===== config.mk =====
export PLATFORM = sky130hd
export DESIGN_NAME = pmg_regs
export DESIGN_NICKNAME = d
export VERILOG_FILES = /design/src/inc/pmg_pkg.sv /design/src/rtl/pmg_sync.sv /design/src/rtl/pmg_mgmt_xfer.sv /design/src/rtl/pmg_regs.sv
export SDC_FILE = /design/constraint.sdc
export NUM_CORES = 1
export LEC_CHECK = 0
export BUFFER_PORTS_ARGS = -buffer_cell sky130_fd_sc_hd__clkbuf_2
export CORE_UTILIZATION = 49
export CTS_BUF_LIST = sky130_fd_sc_hd__clkbuf_4
export DETAILED_ROUTE_END_ITERATION = 8
export PLACE_DENSITY = 0.75
export SLEW_MARGIN = 10
export SYNTH_ARGS = -nofsm -noshare
export SYNTH_HDL_FRONTEND = slang
export SYNTH_SLANG_ARGS = --single-unit

===== constraint.sdc =====
create_clock -name clock -period 4.2 [get_ports clock]
set_input_delay 1.26 -clock clock [delete_from_list [all_inputs] [get_ports clock]]
set_output_delay 1.26 -clock clock [all_outputs]
set_load 0.05 [all_outputs]

===== src/inc/pmg_pkg.sv =====
package pmg_pkg;

  // Bus geometry
  localparam int ADDR_W = 12;
  localparam int DATA_W = 32;

  // Register indices as printed; byte address is four times the index
  localparam logic [ADDR_W-1:0] IDX_PHY_ADDR  = 12'h138;
  localparam logic [ADDR_W-1:0] IDX_MGMT_DATA = 12'h139;
  localparam logic [ADDR_W-1:0] IDX_MGMT_CTRL = 12'h13B;
  localparam logic [ADDR_W-1:0] IDX_GPIO      = 12'h13D;
  localparam logic [ADDR_W-1:0] IDX_WAKE      = 12'h13E;
  localparam logic [ADDR_W-1:0] IDX_BMCR      = 12'h140;
  localparam logic [ADDR_W-1:0] IDX_IRQ_STAT  = 12'h150;
  localparam logic [ADDR_W-1:0] IDX_IRQ_MASK  = 12'h151;

  localparam logic [ADDR_W-1:0] ADDR_PHY_ADDR  = 12'(IDX_PHY_ADDR * 4);
  localparam logic [ADDR_W-1:0] ADDR_MGMT_DATA = 12'(IDX_MGMT_DATA * 4);
  localparam logic [ADDR_W-1:0] ADDR_MGMT_CTRL = 12'(IDX_MGMT_CTRL * 4);
  localparam logic [ADDR_W-1:0] ADDR_GPIO      = 12'(IDX_GPIO * 4);
  localparam logic [ADDR_W-1:0] ADDR_WAKE      = 12'(IDX_WAKE * 4);
  localparam logic [ADDR_W-1:0] ADDR_BMCR      = 12'(IDX_BMCR * 4);
  localparam logic [ADDR_W-1:0] ADDR_IRQ_STAT  = 12'(IDX_IRQ_STAT * 4);
  localparam logic [ADDR_W-1:0] ADDR_IRQ_MASK  = 12'(IDX_IRQ_MASK * 4);

  // Management access control fields
  localparam int CTRL_OWNER_BIT = 6;
  localparam int CTRL_DIR_BIT   = 5;
  localparam int CTRL_OFF_MSB   = 4;

  // General purpose register fields
  localparam int GP_HOMENET_BIT = 4;
  localparam int GP_VAL1_BIT    = 3;
  localparam int GP_DIR1_BIT    = 2;
  localparam int GP_VAL0_BIT    = 1;
  localparam int GP_DIR0_BIT    = 0;
  // Arbitrary build choice: external home-network PHY support absent
  localparam logic HOMENET_SUPPORT = 1'b0;

  // Wake enables: link change 6, magic frame 5, wake frames 4..0
  localparam int WAKE_W       = 7;
  localparam int WAKE_LINK    = 6;
  localparam int WAKE_MAGIC   = 5;
  localparam logic [WAKE_W-1:0] WAKE_RST = 7'h00;

  // Basic mode control fields
  localparam int BMCR_RESET_BIT   = 15;
  localparam int BMCR_SPEED_BIT   = 13;
  localparam int BMCR_ANE_BIT     = 12;
  localparam int BMCR_RESTART_BIT = 9;
  localparam int BMCR_DUPLEX_BIT  = 8;
  localparam logic BMCR_SPEED_RST  = 1'b0;
  localparam logic BMCR_ANE_RST    = 1'b0;
  localparam logic BMCR_DUPLEX_RST = 1'b0;

  // Interrupt status bits
  localparam int IRQ_W        = 3;
  localparam int IRQ_MGMT     = 0;
  localparam int IRQ_WAKE     = 1;
  localparam int IRQ_GPIO     = 2;
  localparam logic [IRQ_W-1:0] IRQ_RST = 3'h0;

  // One management transaction towards the PHY
  typedef struct packed {
    logic        write;     // 1 write, 0 read
    logic [4:0]  phy_addr;  // PHY address
    logic [4:0]  reg_off;   // PHY register offset
    logic [15:0] wdata;     // Value to write
  } pmg_mgmt_req_t;

  // Mode bits driven towards the PHY
  typedef struct packed {
    logic speed100;
    logic autoneg_en;
    logic full_duplex;
  } pmg_mode_t;

endpackage


===== src/rtl/pmg_sync.sv =====
`timescale 1ns/1ns
module pmg_sync #(
  parameter int W = 2
) (
  input  wire logic         clock,  // Core clock
  input  wire logic         rst,    // Async reset, active high
  input  wire logic [W-1:0] async_in, // Pin levels
  output logic      [W-1:0] sync_out  // Filtered levels
);

  logic [W-1:0] stage1;
  logic [W-1:0] stage2;
  logic [W-1:0] stage3;

  // Three stages; only stage1 feeds stage2 to keep metastability contained
  always_ff @(posedge clock or posedge rst)
  begin
    if (rst)
    begin
      stage1 <= '0;
      stage2 <= '0;
      stage3 <= '0;
    end
    else
    begin
      stage1 <= async_in;
      stage2 <= stage1;
      stage3 <= stage2;
    end
  end

  // A change counts once the later two stages agree
  always_ff @(posedge clock or posedge rst)
  begin
    if (rst)
      sync_out <= '0;
    else
      for (int i = 0; i < W; i++)
        if (stage2[i] == stage3[i])
          sync_out[i] <= stage3[i];
  end

endmodule // pmg_sync


===== src/rtl/pmg_mgmt_xfer.sv =====
`timescale 1ns/1ns
module pmg_mgmt_xfer
  import pmg_pkg::*;
(
  input  wire logic          clock,     // Core clock
  input  wire logic          rst,       // Async reset, active high
  input  wire logic          start,     // One-cycle start pulse
  input  pmg_pkg::pmg_mgmt_req_t req_in, // Request fields at start
  output logic               done,      // One-cycle completion pulse
  output logic [15:0]        rdata,     // Read result, valid with done
  output logic               phy_valid, // Request held towards PHY side
  output pmg_pkg::pmg_mgmt_req_t phy_req, // Captured request
  input  wire logic          phy_ack,   // Serial framing finished
  input  wire logic [15:0]   phy_rdata  // Data returned by PHY
);

  typedef enum logic [0:0] {XF_IDLE, XF_WAIT} pmg_xf_state_t;
  pmg_xf_state_t state;

  // Request is latched so software edits cannot disturb a frame in flight
  always_ff @(posedge clock or posedge rst)
  begin
    if (rst)
    begin
      state   <= XF_IDLE;
      phy_req <= '0;
    end
    else
      case (state)
        XF_IDLE:
          if (start)
          begin
            phy_req <= req_in;
            state   <= XF_WAIT;
          end
        XF_WAIT:
          if (phy_ack)
            state <= XF_IDLE;
        default:
          state <= XF_IDLE;
      endcase
  end

  assign phy_valid = (state == XF_WAIT);

  // Completion pulse and read capture
  always_ff @(posedge clock or posedge rst)
  begin
    if (rst)
    begin
      done  <= 1'b0;
      rdata <= '0;
    end
    else
    begin
      done <= (state == XF_WAIT) && phy_ack;
      if ((state == XF_WAIT) && phy_ack && !phy_req.write)
        rdata <= phy_rdata;
    end
  end

endmodule // pmg_mgmt_xfer


===== src/rtl/pmg_regs.sv =====
// Functional notes
// - Owner bit starts transaction, clears when done
// - Direction bit picks write/read; offset picks register
// - PHY address field bits 4-0, rest reserved
// - Data register sends writes, captures reads
// - Output pins follow data; inputs feed data
// - Direction bit one means output
// - Bit 4 reads home-network PHY support
// - Separate wake enables, all reset zero
// - Wake only when armed and enabled event
// - PHY reset bit restores defaults, self-clears
// - Speed bit: one 100, zero 10; config-loaded
// - Autoneg enable, reset zero, config-loaded
// - Autoneg on: speed/duplex writes ignored, show result
// - Restart bit relaunches negotiation
// - Duplex bit: one full; config-loaded
//
// Added by the designer: register access over APB.
`timescale 1ns/1ns
module pmg_regs
  import pmg_pkg::*;
(
  input  wire logic        clock,           // Core clock, 100 MHz
  input  wire logic        rst,             // Async reset, active high
  input  wire logic [11:0] paddr,           // APB address
  input  wire logic        psel,            // APB select
  input  wire logic        penable,         // APB enable
  input  wire logic        pwrite,          // APB direction
  input  wire logic [31:0] pwdata,          // APB write data
  output logic      [31:0] prdata,          // APB read data
  output logic             pready,          // APB ready
  output logic             pslverr,         // APB error on unmapped address
  output logic             phy_valid,       // Management request pending
  output pmg_pkg::pmg_mgmt_req_t phy_req,   // Management request fields
  input  wire logic        phy_ack,         // Management frame finished
  input  wire logic [15:0] phy_rdata,       // Management read data
  input  wire logic [1:0]  gpio_in,         // General purpose pin levels
  output logic      [1:0]  gpio_out,        // General purpose pin drive
  output logic      [1:0]  gpio_oe,         // High while pin is driven
  input  wire logic        cfg_load,        // Pulse: config values valid
  input  wire logic        cfg_speed100,    // Config speed default
  input  wire logic        cfg_autoneg,     // Config autoneg default
  input  wire logic        cfg_full_duplex, // Config duplex default
  input  wire logic        an_speed100,     // Negotiated speed
  input  wire logic        an_full_duplex,  // Negotiated duplex
  output pmg_pkg::pmg_mode_t phy_mode,      // Effective mode towards PHY
  output logic             phy_soft_reset,  // Pulse: PHY register reset
  output logic             autoneg_restart, // Pulse: relaunch negotiation
  input  wire logic        remote_wake_armed, // Host enabled remote wakeup
  input  wire logic        link_change_evt, // Pulse: link changed
  input  wire logic        magic_frame_evt, // Pulse: magic frame seen
  input  wire logic [4:0]  wake_frame_evt,  // Pulses: wake frames 4..0
  output logic             remote_wake,     // Pulse: signal wakeup to host
  output logic             irq              // Level interrupt
);

  // Known-address decode, shared by read and write paths
  function automatic logic addr_known(input logic [11:0] a);
    case (a)
      ADDR_PHY_ADDR, ADDR_MGMT_DATA, ADDR_MGMT_CTRL, ADDR_GPIO,
      ADDR_WAKE, ADDR_BMCR, ADDR_IRQ_STAT, ADDR_IRQ_MASK: addr_known = 1'b1;
      default: addr_known = 1'b0;
    endcase
  endfunction

  logic [4:0]        phy_addr_field;
  logic [15:0]       mgmt_data_word;
  logic              access_owner_flag;
  logic              xfer_direction;
  logic [4:0]        phy_reg_offset;
  logic              gpio0_dir;
  logic              gpio1_dir;
  logic              gpio0_value;
  logic              gpio1_value;
  logic [WAKE_W-1:0] wake_en;
  logic              spd_sel;
  logic              autoneg_enable;
  logic              duplex_sel;
  logic [IRQ_W-1:0]  irq_stat;
  logic [IRQ_W-1:0]  irq_mask;
  logic [1:0]        gpio_sync;
  logic [1:0]        gpio_sync_d;
  logic [1:0]        gpio_rd;
  logic              wr_acc;
  logic              rd_setup;
  logic              xfer_start;
  logic              xfer_done;
  logic [15:0]       xfer_rdata;
  logic              wake_hit;
  logic [IRQ_W-1:0]  irq_evt;
  logic [31:0]       next_prdata;
  pmg_mgmt_req_t     req_now;

  // Zero wait states: the access phase always completes at once
  assign pready   = penable;
  assign wr_acc   = psel && penable && pwrite;
  assign rd_setup = psel && !penable;

  pmg_sync #(.W(2)) u_gpio_sync (
    .clock    (clock),
    .rst      (rst),
    .async_in (gpio_in),
    .sync_out (gpio_sync)
  );

  // New transaction only while idle; writes while busy cannot restart it
  assign xfer_start = wr_acc && (paddr == ADDR_MGMT_CTRL) && !access_owner_flag
                      && pwdata[CTRL_OWNER_BIT];
  assign req_now.write    = pwdata[CTRL_DIR_BIT];
  assign req_now.reg_off  = pwdata[CTRL_OFF_MSB:0];
  assign req_now.phy_addr = phy_addr_field;
  assign req_now.wdata    = mgmt_data_word;

  pmg_mgmt_xfer u_xfer (
    .clock     (clock),
    .rst       (rst),
    .start     (xfer_start),
    .req_in    (req_now),
    .done      (xfer_done),
    .rdata     (xfer_rdata),
    .phy_valid (phy_valid),
    .phy_req   (phy_req),
    .phy_ack   (phy_ack),
    .phy_rdata (phy_rdata)
  );

  // PHY address register; reserved bits are not stored
  always_ff @(posedge clock or posedge rst)
  begin
    if (rst)
      phy_addr_field <= '0;
    else if (wr_acc && paddr == ADDR_PHY_ADDR)
      phy_addr_field <= pwdata[4:0];
  end

  // Data word: read completion wins over a concurrent software write
  always_ff @(posedge clock or posedge rst)
  begin
    if (rst)
      mgmt_data_word <= '0;
    else if (xfer_done && !phy_req.write)
      mgmt_data_word <= xfer_rdata;
    else if (wr_acc && paddr == ADDR_MGMT_DATA)
      mgmt_data_word <= pwdata[15:0];
  end

  // Access control; fields are frozen while the owner bit is set
  always_ff @(posedge clock or posedge rst)
  begin
    if (rst)
    begin
      access_owner_flag <= 1'b0;
      xfer_direction    <= 1'b0;
      phy_reg_offset    <= '0;
    end
    else if (xfer_done)
      access_owner_flag <= 1'b0;
    else if (wr_acc && paddr == ADDR_MGMT_CTRL && !access_owner_flag)
    begin
      access_owner_flag <= pwdata[CTRL_OWNER_BIT];
      xfer_direction    <= pwdata[CTRL_DIR_BIT];
      phy_reg_offset    <= pwdata[CTRL_OFF_MSB:0];
    end
  end

  // GPIO: data bit stored only when the written direction is output
  always_ff @(posedge clock or posedge rst)
  begin
    if (rst)
    begin
      gpio0_dir   <= 1'b0;
      gpio1_dir   <= 1'b0;
      gpio0_value <= 1'b0;
      gpio1_value <= 1'b0;
    end
    else if (wr_acc && paddr == ADDR_GPIO)
    begin
      gpio0_dir <= pwdata[GP_DIR0_BIT];
      gpio1_dir <= pwdata[GP_DIR1_BIT];
      if (pwdata[GP_DIR0_BIT])
        gpio0_value <= pwdata[GP_VAL0_BIT];
      if (pwdata[GP_DIR1_BIT])
        gpio1_value <= pwdata[GP_VAL1_BIT];
    end
  end

  // Drive pins from flip-flops; inputs read back their synchronised level
  assign gpio_oe  = {gpio1_dir, gpio0_dir};
  assign gpio_out = {gpio1_value, gpio0_value};
  assign gpio_rd  = {gpio1_dir ? gpio1_value : gpio_sync[1],
                     gpio0_dir ? gpio0_value : gpio_sync[0]};

  // Wake enables
  always_ff @(posedge clock or posedge rst)
  begin
    if (rst)
      wake_en <= WAKE_RST;
    else if (wr_acc && paddr == ADDR_WAKE)
      wake_en <= pwdata[WAKE_W-1:0];
  end

  // Wakeup needs both the host's arming and an enabled, triggered source
  assign wake_hit = remote_wake_armed
                    && |(wake_en & {link_change_evt, magic_frame_evt, wake_frame_evt});

  always_ff @(posedge clock or posedge rst)
  begin
    if (rst)
      remote_wake <= 1'b0;
    else
      remote_wake <= wake_hit;
  end

  // Mode bits; PHY reset and config load reapply the defaults
  always_ff @(posedge clock or posedge rst)
  begin
    if (rst)
    begin
      spd_sel        <= BMCR_SPEED_RST;
      autoneg_enable <= BMCR_ANE_RST;
      duplex_sel     <= BMCR_DUPLEX_RST;
    end
    else if (cfg_load || (wr_acc && paddr == ADDR_BMCR && pwdata[BMCR_RESET_BIT]))
    begin
      spd_sel        <= cfg_speed100;
      autoneg_enable <= cfg_autoneg;
      duplex_sel     <= cfg_full_duplex;
    end
    else if (wr_acc && paddr == ADDR_BMCR)
    begin
      autoneg_enable <= pwdata[BMCR_ANE_BIT];
      // Ignored while negotiation runs, judged before this write's own change
      if (!autoneg_enable)
      begin
        spd_sel    <= pwdata[BMCR_SPEED_BIT];
        duplex_sel <= pwdata[BMCR_DUPLEX_BIT];
      end
    end
  end

  // Reset and restart are strobes, so both read back as zero
  always_ff @(posedge clock or posedge rst)
  begin
    if (rst)
    begin
      phy_soft_reset  <= 1'b0;
      autoneg_restart <= 1'b0;
    end
    else
    begin
      phy_soft_reset  <= wr_acc && paddr == ADDR_BMCR && pwdata[BMCR_RESET_BIT];
      autoneg_restart <= wr_acc && paddr == ADDR_BMCR && pwdata[BMCR_RESTART_BIT]
                         && !pwdata[BMCR_RESET_BIT];
    end
  end

  // With negotiation on, report its outcome instead of the stored choice
  assign phy_mode.autoneg_en  = autoneg_enable;
  assign phy_mode.speed100    = autoneg_enable ? an_speed100 : spd_sel;
  assign phy_mode.full_duplex = autoneg_enable ? an_full_duplex : duplex_sel;

  // Input-pin edge detect on the filtered level only
  always_ff @(posedge clock or posedge rst)
  begin
    if (rst)
      gpio_sync_d <= '0;
    else
      gpio_sync_d <= gpio_sync;
  end

  assign irq_evt[IRQ_MGMT] = xfer_done;
  assign irq_evt[IRQ_WAKE] = wake_hit;
  assign irq_evt[IRQ_GPIO] = |((gpio_sync ^ gpio_sync_d) & ~{gpio1_dir, gpio0_dir});

  // Sticky status, write one to clear; a new event beats the clear
  always_ff @(posedge clock or posedge rst)
  begin
    if (rst)
      irq_stat <= IRQ_RST;
    else if (wr_acc && paddr == ADDR_IRQ_STAT)
      irq_stat <= (irq_stat & ~pwdata[IRQ_W-1:0]) | irq_evt;
    else
      irq_stat <= irq_stat | irq_evt;
  end

  always_ff @(posedge clock or posedge rst)
  begin
    if (rst)
      irq_mask <= IRQ_RST;
    else if (wr_acc && paddr == ADDR_IRQ_MASK)
      irq_mask <= pwdata[IRQ_W-1:0];
  end

  assign irq = |(irq_stat & irq_mask);

  // Read mux; reserved bits read as zero
  always_comb
  begin
    next_prdata = 32'h0000_0000;
    case (paddr)
      ADDR_PHY_ADDR:  next_prdata = {27'h0, phy_addr_field};
      ADDR_MGMT_DATA: next_prdata = {16'h0, mgmt_data_word};
      ADDR_MGMT_CTRL: next_prdata = {25'h0, access_owner_flag, xfer_direction, phy_reg_offset};
      ADDR_GPIO:      next_prdata = {27'h0, HOMENET_SUPPORT, gpio_rd[1], gpio1_dir,
                                     gpio_rd[0], gpio0_dir};
      ADDR_WAKE:      next_prdata = {25'h0, wake_en};
      ADDR_BMCR:      next_prdata = {18'h0, phy_mode.speed100, autoneg_enable, 3'h0,
                                     phy_mode.full_duplex, 8'h00};
      ADDR_IRQ_STAT:  next_prdata = {29'h0, irq_stat};
      ADDR_IRQ_MASK:  next_prdata = {29'h0, irq_mask};
      default:        next_prdata = 32'h0000_0000;
    endcase
  end

  // Read data and error are registered in the setup cycle
  always_ff @(posedge clock or posedge rst)
  begin
    if (rst)
    begin
      prdata  <= 32'h0000_0000;
      pslverr <= 1'b0;
    end
    else if (rd_setup || (psel && !penable))
    begin
      prdata  <= pwrite ? 32'h0000_0000 : next_prdata;
      pslverr <= !addr_known(paddr);
    end
    else if (!psel)
      pslverr <= 1'b0;
  end

endmodule // pmg_regs


==> flow_summary.yaml, run 1 <==
synth:
  yosys_warnings: 0
  synth.avg_cell_area_um2: 12.2
  syn_area_um2: 5640
  yosysTopAreaCell: "dfrtp_1"
  synth_flop_cell: "dfrtp_1"
  ys_seq_area_frac: 0.546
  ys_top_cells_by_area: "dfrtp_1, mux2_2, mux2_4, mux2i_1, buf_4"
  synthDistinctLibCells: 51
  yosys.area.top_type_share: 0.546
  synth-edff-count: 0
  synth_seq_cells: 123
  async_flop_share: 1.00
  synth_cells: 461
power:
  vdd_drop_max_uv: 163
  p_leak_nw: 3.46
  power_density_nw_per_um2: 352
  p_sw_w: 0.000585
  p_seq_frac: 0.548
  p_comb_frac: 0.089
  p_int_w: 0.00172
  swShare: 0.253
  p_clk_frac: 0.363
worst_setup_path:
  path_class: "in2out"
  start_kind: "input port"
  worstPathMaxFanout: 2
  cp-end-kind: "output pin"
  cp.required_ns: 2.94
  cp_data_arrival_time_ns: 1.87
global_route:
  antenna_found_initial: 0
  grt.overflow.total: 0
  grt_pass1_wl_mm: 20.4
  grt_max_degree: 50
  grt_pass1_vias: 3935
  gr-usage-all-layers: 0.231
sta:
  fin_ws_ns: 1.07
  clock_skew_ns: 0.0101
  timing.slew.headroom: 0.462
  tightest_slew_ns: 0.807
  post-route-min-period_ns: 3.13
  setup_viol: 0
  period_share: 0.746
  rsz0062_at_grt: "false"
  fin_tns_setup_ns: 0
  hold_violations: 0
  fmax_mhz: 319
  drv_slew: 0
route:
  viasPerCell: 5.49
  drt_iter0_markers: 232
  m1WireLength_mm: 5.74
  wl_met3_um: 932
  drc_errors: 0
  highest_layer: "met4"
  vias: 4037
  ant_nets: 0
  wl_met2_mm: 6.19
  drt_pre_antenna_iters: 5
  finalWirelength_mm: 13.0
  wl_per_cell_um: 17.7
placed_design:
  placed_cells: 705
  post-place-ws_ns: 0.761
  numPortBuffers: 122
  hpwl_mm: 9.73
  dpl_cell_area_um2: 6280
  place.gp.congestion: 0.875
clock_tree:
  post-cts-setup-buffers: 0
  clockBufferDepth: 2
  cts.htree.levels: 4
  cts_resized: 0
  clkLatencyLatePin_ns: 0.52
  cts_tree: "yes"
  cts_inserted_buffers: 17
  cts_hold_buf: 0
  clock_sinks: 123
  clock-root-buffer: "clkbuf_4"
  path_clk_slew_ns: 0.10
cells_and_area:
  final_cell_mix: "dfrtp_1, clkbuf_2, mux2_2"
  fin_area_um2: 6560
  area_delta_synth_final_pct: 16.5
  fillCellCount: 898
  nets: 666
  layout-drive-gt1-share: 0.389
  antennaDiodeCount: 0
  stdcell_count: 736
  final_common_cell: "dfrtp_1"
floorplanning:
  row_count: 38
  die_w_um: 109
  dieArea_um2: 11900
  ios: 155
  core-area_um2: 11000
  chipHeight_um: 109
  initial_core_util: 0.511
outcome:
  outcome: "complete, no violations"
hold_path:
  hold_class: "reg2reg"
job:
  cap_violations: 0
[layer usage]
layer,track usage,up-vias
li1,-,1867
met1,0.328,2008
met2,0.349,147
met3,0.0538,15
met4,0.0819,0
met5,0,-
[synth_stat cells, drive strengths merged, types with 2 or more instances]
| library cell | count |
|---|---|
| a211oi | 2 |
| a21boi | 3 |
| a21o | 2 |
| a21oi | 20 |
| a222oi | 3 |
| a22oi | 10 |
| a31oi | 6 |
| a32oi | 3 |
| and2 | 2 |
| and3 | 6 |
| and4 | 3 |
| buf | 30 |
| clkbuf | 10 |
| dfrtp | 123 |
| inv | 9 |
| maj3 | 2 |
| mux2 | 66 |
| mux2i | 24 |
| nand2 | 40 |
| nand2b | 4 |
| nand3 | 3 |
| nor2 | 30 |
| nor2b | 3 |
| nor3 | 7 |
| nor3b | 2 |
| nor4b | 4 |
| o21ai | 20 |
| o221ai | 3 |
| or3 | 4 |
| xnor2 | 3 |
[worst max-delay path: stages]
cell and delay (ns):
clkbuf_2 0.08, nand2_1 0.04, o21ai_0 0.15, clkbuf_2 0.35
[power by group through the flow]
| stage | clock, W | combinational (W) | sequential (W) |
|---|---|---|---|
| floorplan | 0 | 0.000147 | 0.00127 |
| global placement | 0 | 0.000200 | 0.00128 |
| detailed placement | 0 | 0.000206 | 0.00129 |
| CTS | 0.000856 | 0.000207 | 0.00126 |
| global route | 0.000906 | 0.000228 | 0.00127 |
| finish | 0.000840 | 0.000205 | 0.00127 |
[flip-flops by register name, indices dropped and copies added (netlist names), 2 cells and up]
register              count
u_xfer.phy_req           27
mgmt_data_word           16
prdata                   16
u_xfer.rdata             16
wake_en                   7
phy_addr_field            5
phy_reg_offset            5
irq_mask                  3
irq_stat                  3
gpio_sync_d               2
u_gpio_sync.stage1        2
u_gpio_sync.stage2        2
u_gpio_sync.stage3        2
u_gpio_sync.sync_out      2
[area by class of cell]
type	count	area, µm²	share of cell area
well taps	140	175	0.0267
flip-flops and latches	123	3080	0.469
clock inverters	10	125	0.0191
repair buffers	129	676	0.103
clock buffers	21	158	0.0240
multi-input cells	304	2310	0.353
inverters	9	37.5	0.00572
[final timing paths]
check / slack, ns / end / depth (start not counted) / start
setup / recovery: 1.07 / phy_mode[2] / 4 / an_speed100
hold / removal: 0.36 / u_gpio_sync.stage2[0] / 0 / u_gpio_sync.stage1[0]
setup reg to reg: 2.43 / u_xfer.phy_req[22] / 4 / access_owner_flag
hold reg to reg: 0.36 / u_gpio_sync.stage2[0] / 0 / u_gpio_sync.stage1[0]
max in group asynchronous: 2.59 / mgmt_data_word[6] / 3 / rst
min in group asynchronous: 0.86 / u_xfer.rdata[0] / 2 / rst
[cell families after synthesis]
| logic type | count (synthesis) | synth area share |
|---|---|---|
| DFF | 123 | 0.546 |
| and+or+nand+nor | 114 | 0.112 |
| muxes | 90 | 0.187 |
| AOI/OAI and AO/OA | 79 | 0.0926 |
| buffers and inverters | 49 | 0.0533 |
| xor gates and xnor gates | 3 | 0.00466 |
| adders and majority gates | 2 | 0.00355 |
| other | 1 | 0.000665 |
[per-stage QoR]
step	utilization	hold WS, ns	total power (W)
6_report	0.595	0.357	0.00231
3_5_place_dp	0.569	0.335	0.00149
3_3_place_gp	0.569	0.334	0.00149
5_1_grt	0.595	0.359	0.00240
2_1_floorplan	-	0.331	0.00142
4_1_cts	0.595	0.358	0.00233
(Power assumes the default switching activity.)
==> run 2: changes to the inputs <==
==> constraint.sdc (replaced) <==
create_clock -name clock -period 2.7 [get_ports clock]
set_input_delay 0.81 -clock clock [delete_from_list [all_inputs] [get_ports clock]]
set_output_delay 0.81 -clock clock [all_outputs]
set_load 0.05 [all_outputs]
==> flow_summary.yaml, run 2 (synthesis gave the netlist of run 1 again) <==
route:
  drt_iter0_markers: 229
  viasPerCell: 5.39
  ant_nets: 0
  drc_errors: 0
  drt_pre_antenna_iters: 6
  finalWirelength_mm: 13.3
  wl_per_cell_um: 17.6
  vias: 4062
global_route:
  grt_pass1_vias: 4060
  use_met1: 0.339
  grt_use_met3: 0.0550
  grt_max_degree: 124
  antenna_found_initial: 1
  gr-usage-all-layers: 0.240
  busiest_layer: "met2"
  met2_usage: 0.366
  grt.overflow.total: 0
  grt_pass1_wl_mm: 21.1
worst_setup_path:
  r2r_end: "mgmt_data_word[8]"
  r2r_start: "u_xfer.done"
  cp_data_arrival_time_ns: 1.66
  path_class: "reg2out"
  cp.required_ns: 1.89
  worstPathMaxFanout: 9
  cp-end-kind: "output pin"
  start_kind: "flop"
  reg2reg_slack_ns: 0.90
  r2r.worst_path.cells: 4
cells_and_area:
  largest_reg_flops: 27
  final_cell_mix: "dfrtp_1, clkbuf_2, mux2_2"
  fillCellCount: 938
  seq_area_um2: 3080
  area_delta_synth_final_pct: 17.8
  top_register: "u_xfer.phy_req"
  multi_input_area_um2: 2310
  nets: 682
  fin_area_um2: 6640
  layout-drive-gt1-share: 0.403
  final_common_cell: "dfrtp_1"
power:
  vdd_drop_max_uv: 232
  power_density_nw_per_um2: 498
  p_leak_nw: 3.52
hold_path:
  min_from: "u_gpio_sync.stage1[1]"
  min_to: "u_gpio_sync.stage2[1]"
  hold_class: "reg2reg"
  min_path_cells: 0
clock_tree:
  cts_hold_buf: 0
  path_clk_slew_ns: 0.09
  cts_tree: "yes"
  cts.htree.levels: 4
  post-cts-setup-buffers: 0
  cts_resized: 0
  clockBufferDepth: 2
  clock-root-buffer: "clkbuf_4"
  clkLatencyLatePin_ns: 0.51
  clock_sinks: 123
  cts_inserted_buffers: 17
floorplanning:
  core-area_um2: 11000
  row_count: 38
  ios: 155
  initial_core_util: 0.511
  dieArea_um2: 11900
  die_w_um: 109
  chipHeight_um: 109
sta:
  clock_skew_ns: 0.00964
  drv_slew: 0
  post-route-min-period_ns: 2.47
  rsz0062_at_grt: "false"
  timing.slew.headroom: 0.562
  setup_viol: 0
  fin_tns_setup_ns: 0
  fmax_mhz: 405
  period_share: 0.915
  hold_violations: 0
  tightest_slew_ns: 0.657
placed_design:
  numPortBuffers: 122
  place.gp.congestion: 0.836
  hpwl_mm: 9.95
  dpl_cell_area_um2: 6420
job:
  cap_violations: 0
outcome:
  outcome: "complete, no violations"
run 2: cell count changes in the layout (fill, tap and decap cells not counted), moves of 2 or more:
cell,previous run,this run
bufinv_16,3,0
buf_4,6,20
clkinv_1,2,4
buf_12,1,3
run 2: worst max-delay path, stage by stage, from the launching register on:
cell and delay, ns:
dfrtp_1 0.48, o21ai_0 0.34, clkbuf_2 0.34
run 2: layer usage:
layer	routed length [µm]	up-vias
li1	-	1908
met4	82	0
met5	0	-
met2	6390	125
met1	6060	2023
met3	728	6
run 2: how the worst max path moves through the flow:
stage | startpoint | to
floorplan | paddr[11] | phy_reg_offset[0]
global placement | paddr[11] | u_xfer.phy_req[10]
detailed placement | paddr[11] | u_xfer.phy_req[7]
CTS | autoneg_enable | phy_mode[2]
global route | autoneg_enable | phy_mode[0]
finish | autoneg_enable | phy_mode[0]
run 2: report_power, final:
part,switching [W],internal [W]
combinational,0.000214,0.000112
sequential,0.0000601,0.00191
clock,0.000626,0.000383
run 2: layout make-up:
class / count / share of cell area
inverters: 9 / 0.00565
diodes: 1 / 0.000377
well taps: 140 / 0.0264
repair buffers: 145 / 0.124
multi-input cells: 304 / 0.348
clock inverters: 11 / 0.00829
flip-flops and latches: 123 / 0.464
clock buffers: 21 / 0.0237
run 2: metrics by stage:
stage | std cells | setup WS (ns) | hold slack, ns | total power, W | util
2_1_floorplan | 476 | 0.238 | 0.331 | 0.00221 | -
3_3_place_gp | 721 | 0.0987 | 0.333 | 0.00232 | 0.582
3_5_place_dp | 721 | 0.0551 | 0.336 | 0.00233 | 0.582
4_1_cts | 753 | 0.215 | 0.358 | 0.00334 | 0.602
5_1_grt | 754 | 0.117 | 0.358 | 0.00346 | 0.602
6_report | 754 | 0.229 | 0.357 | 0.00330 | 0.602
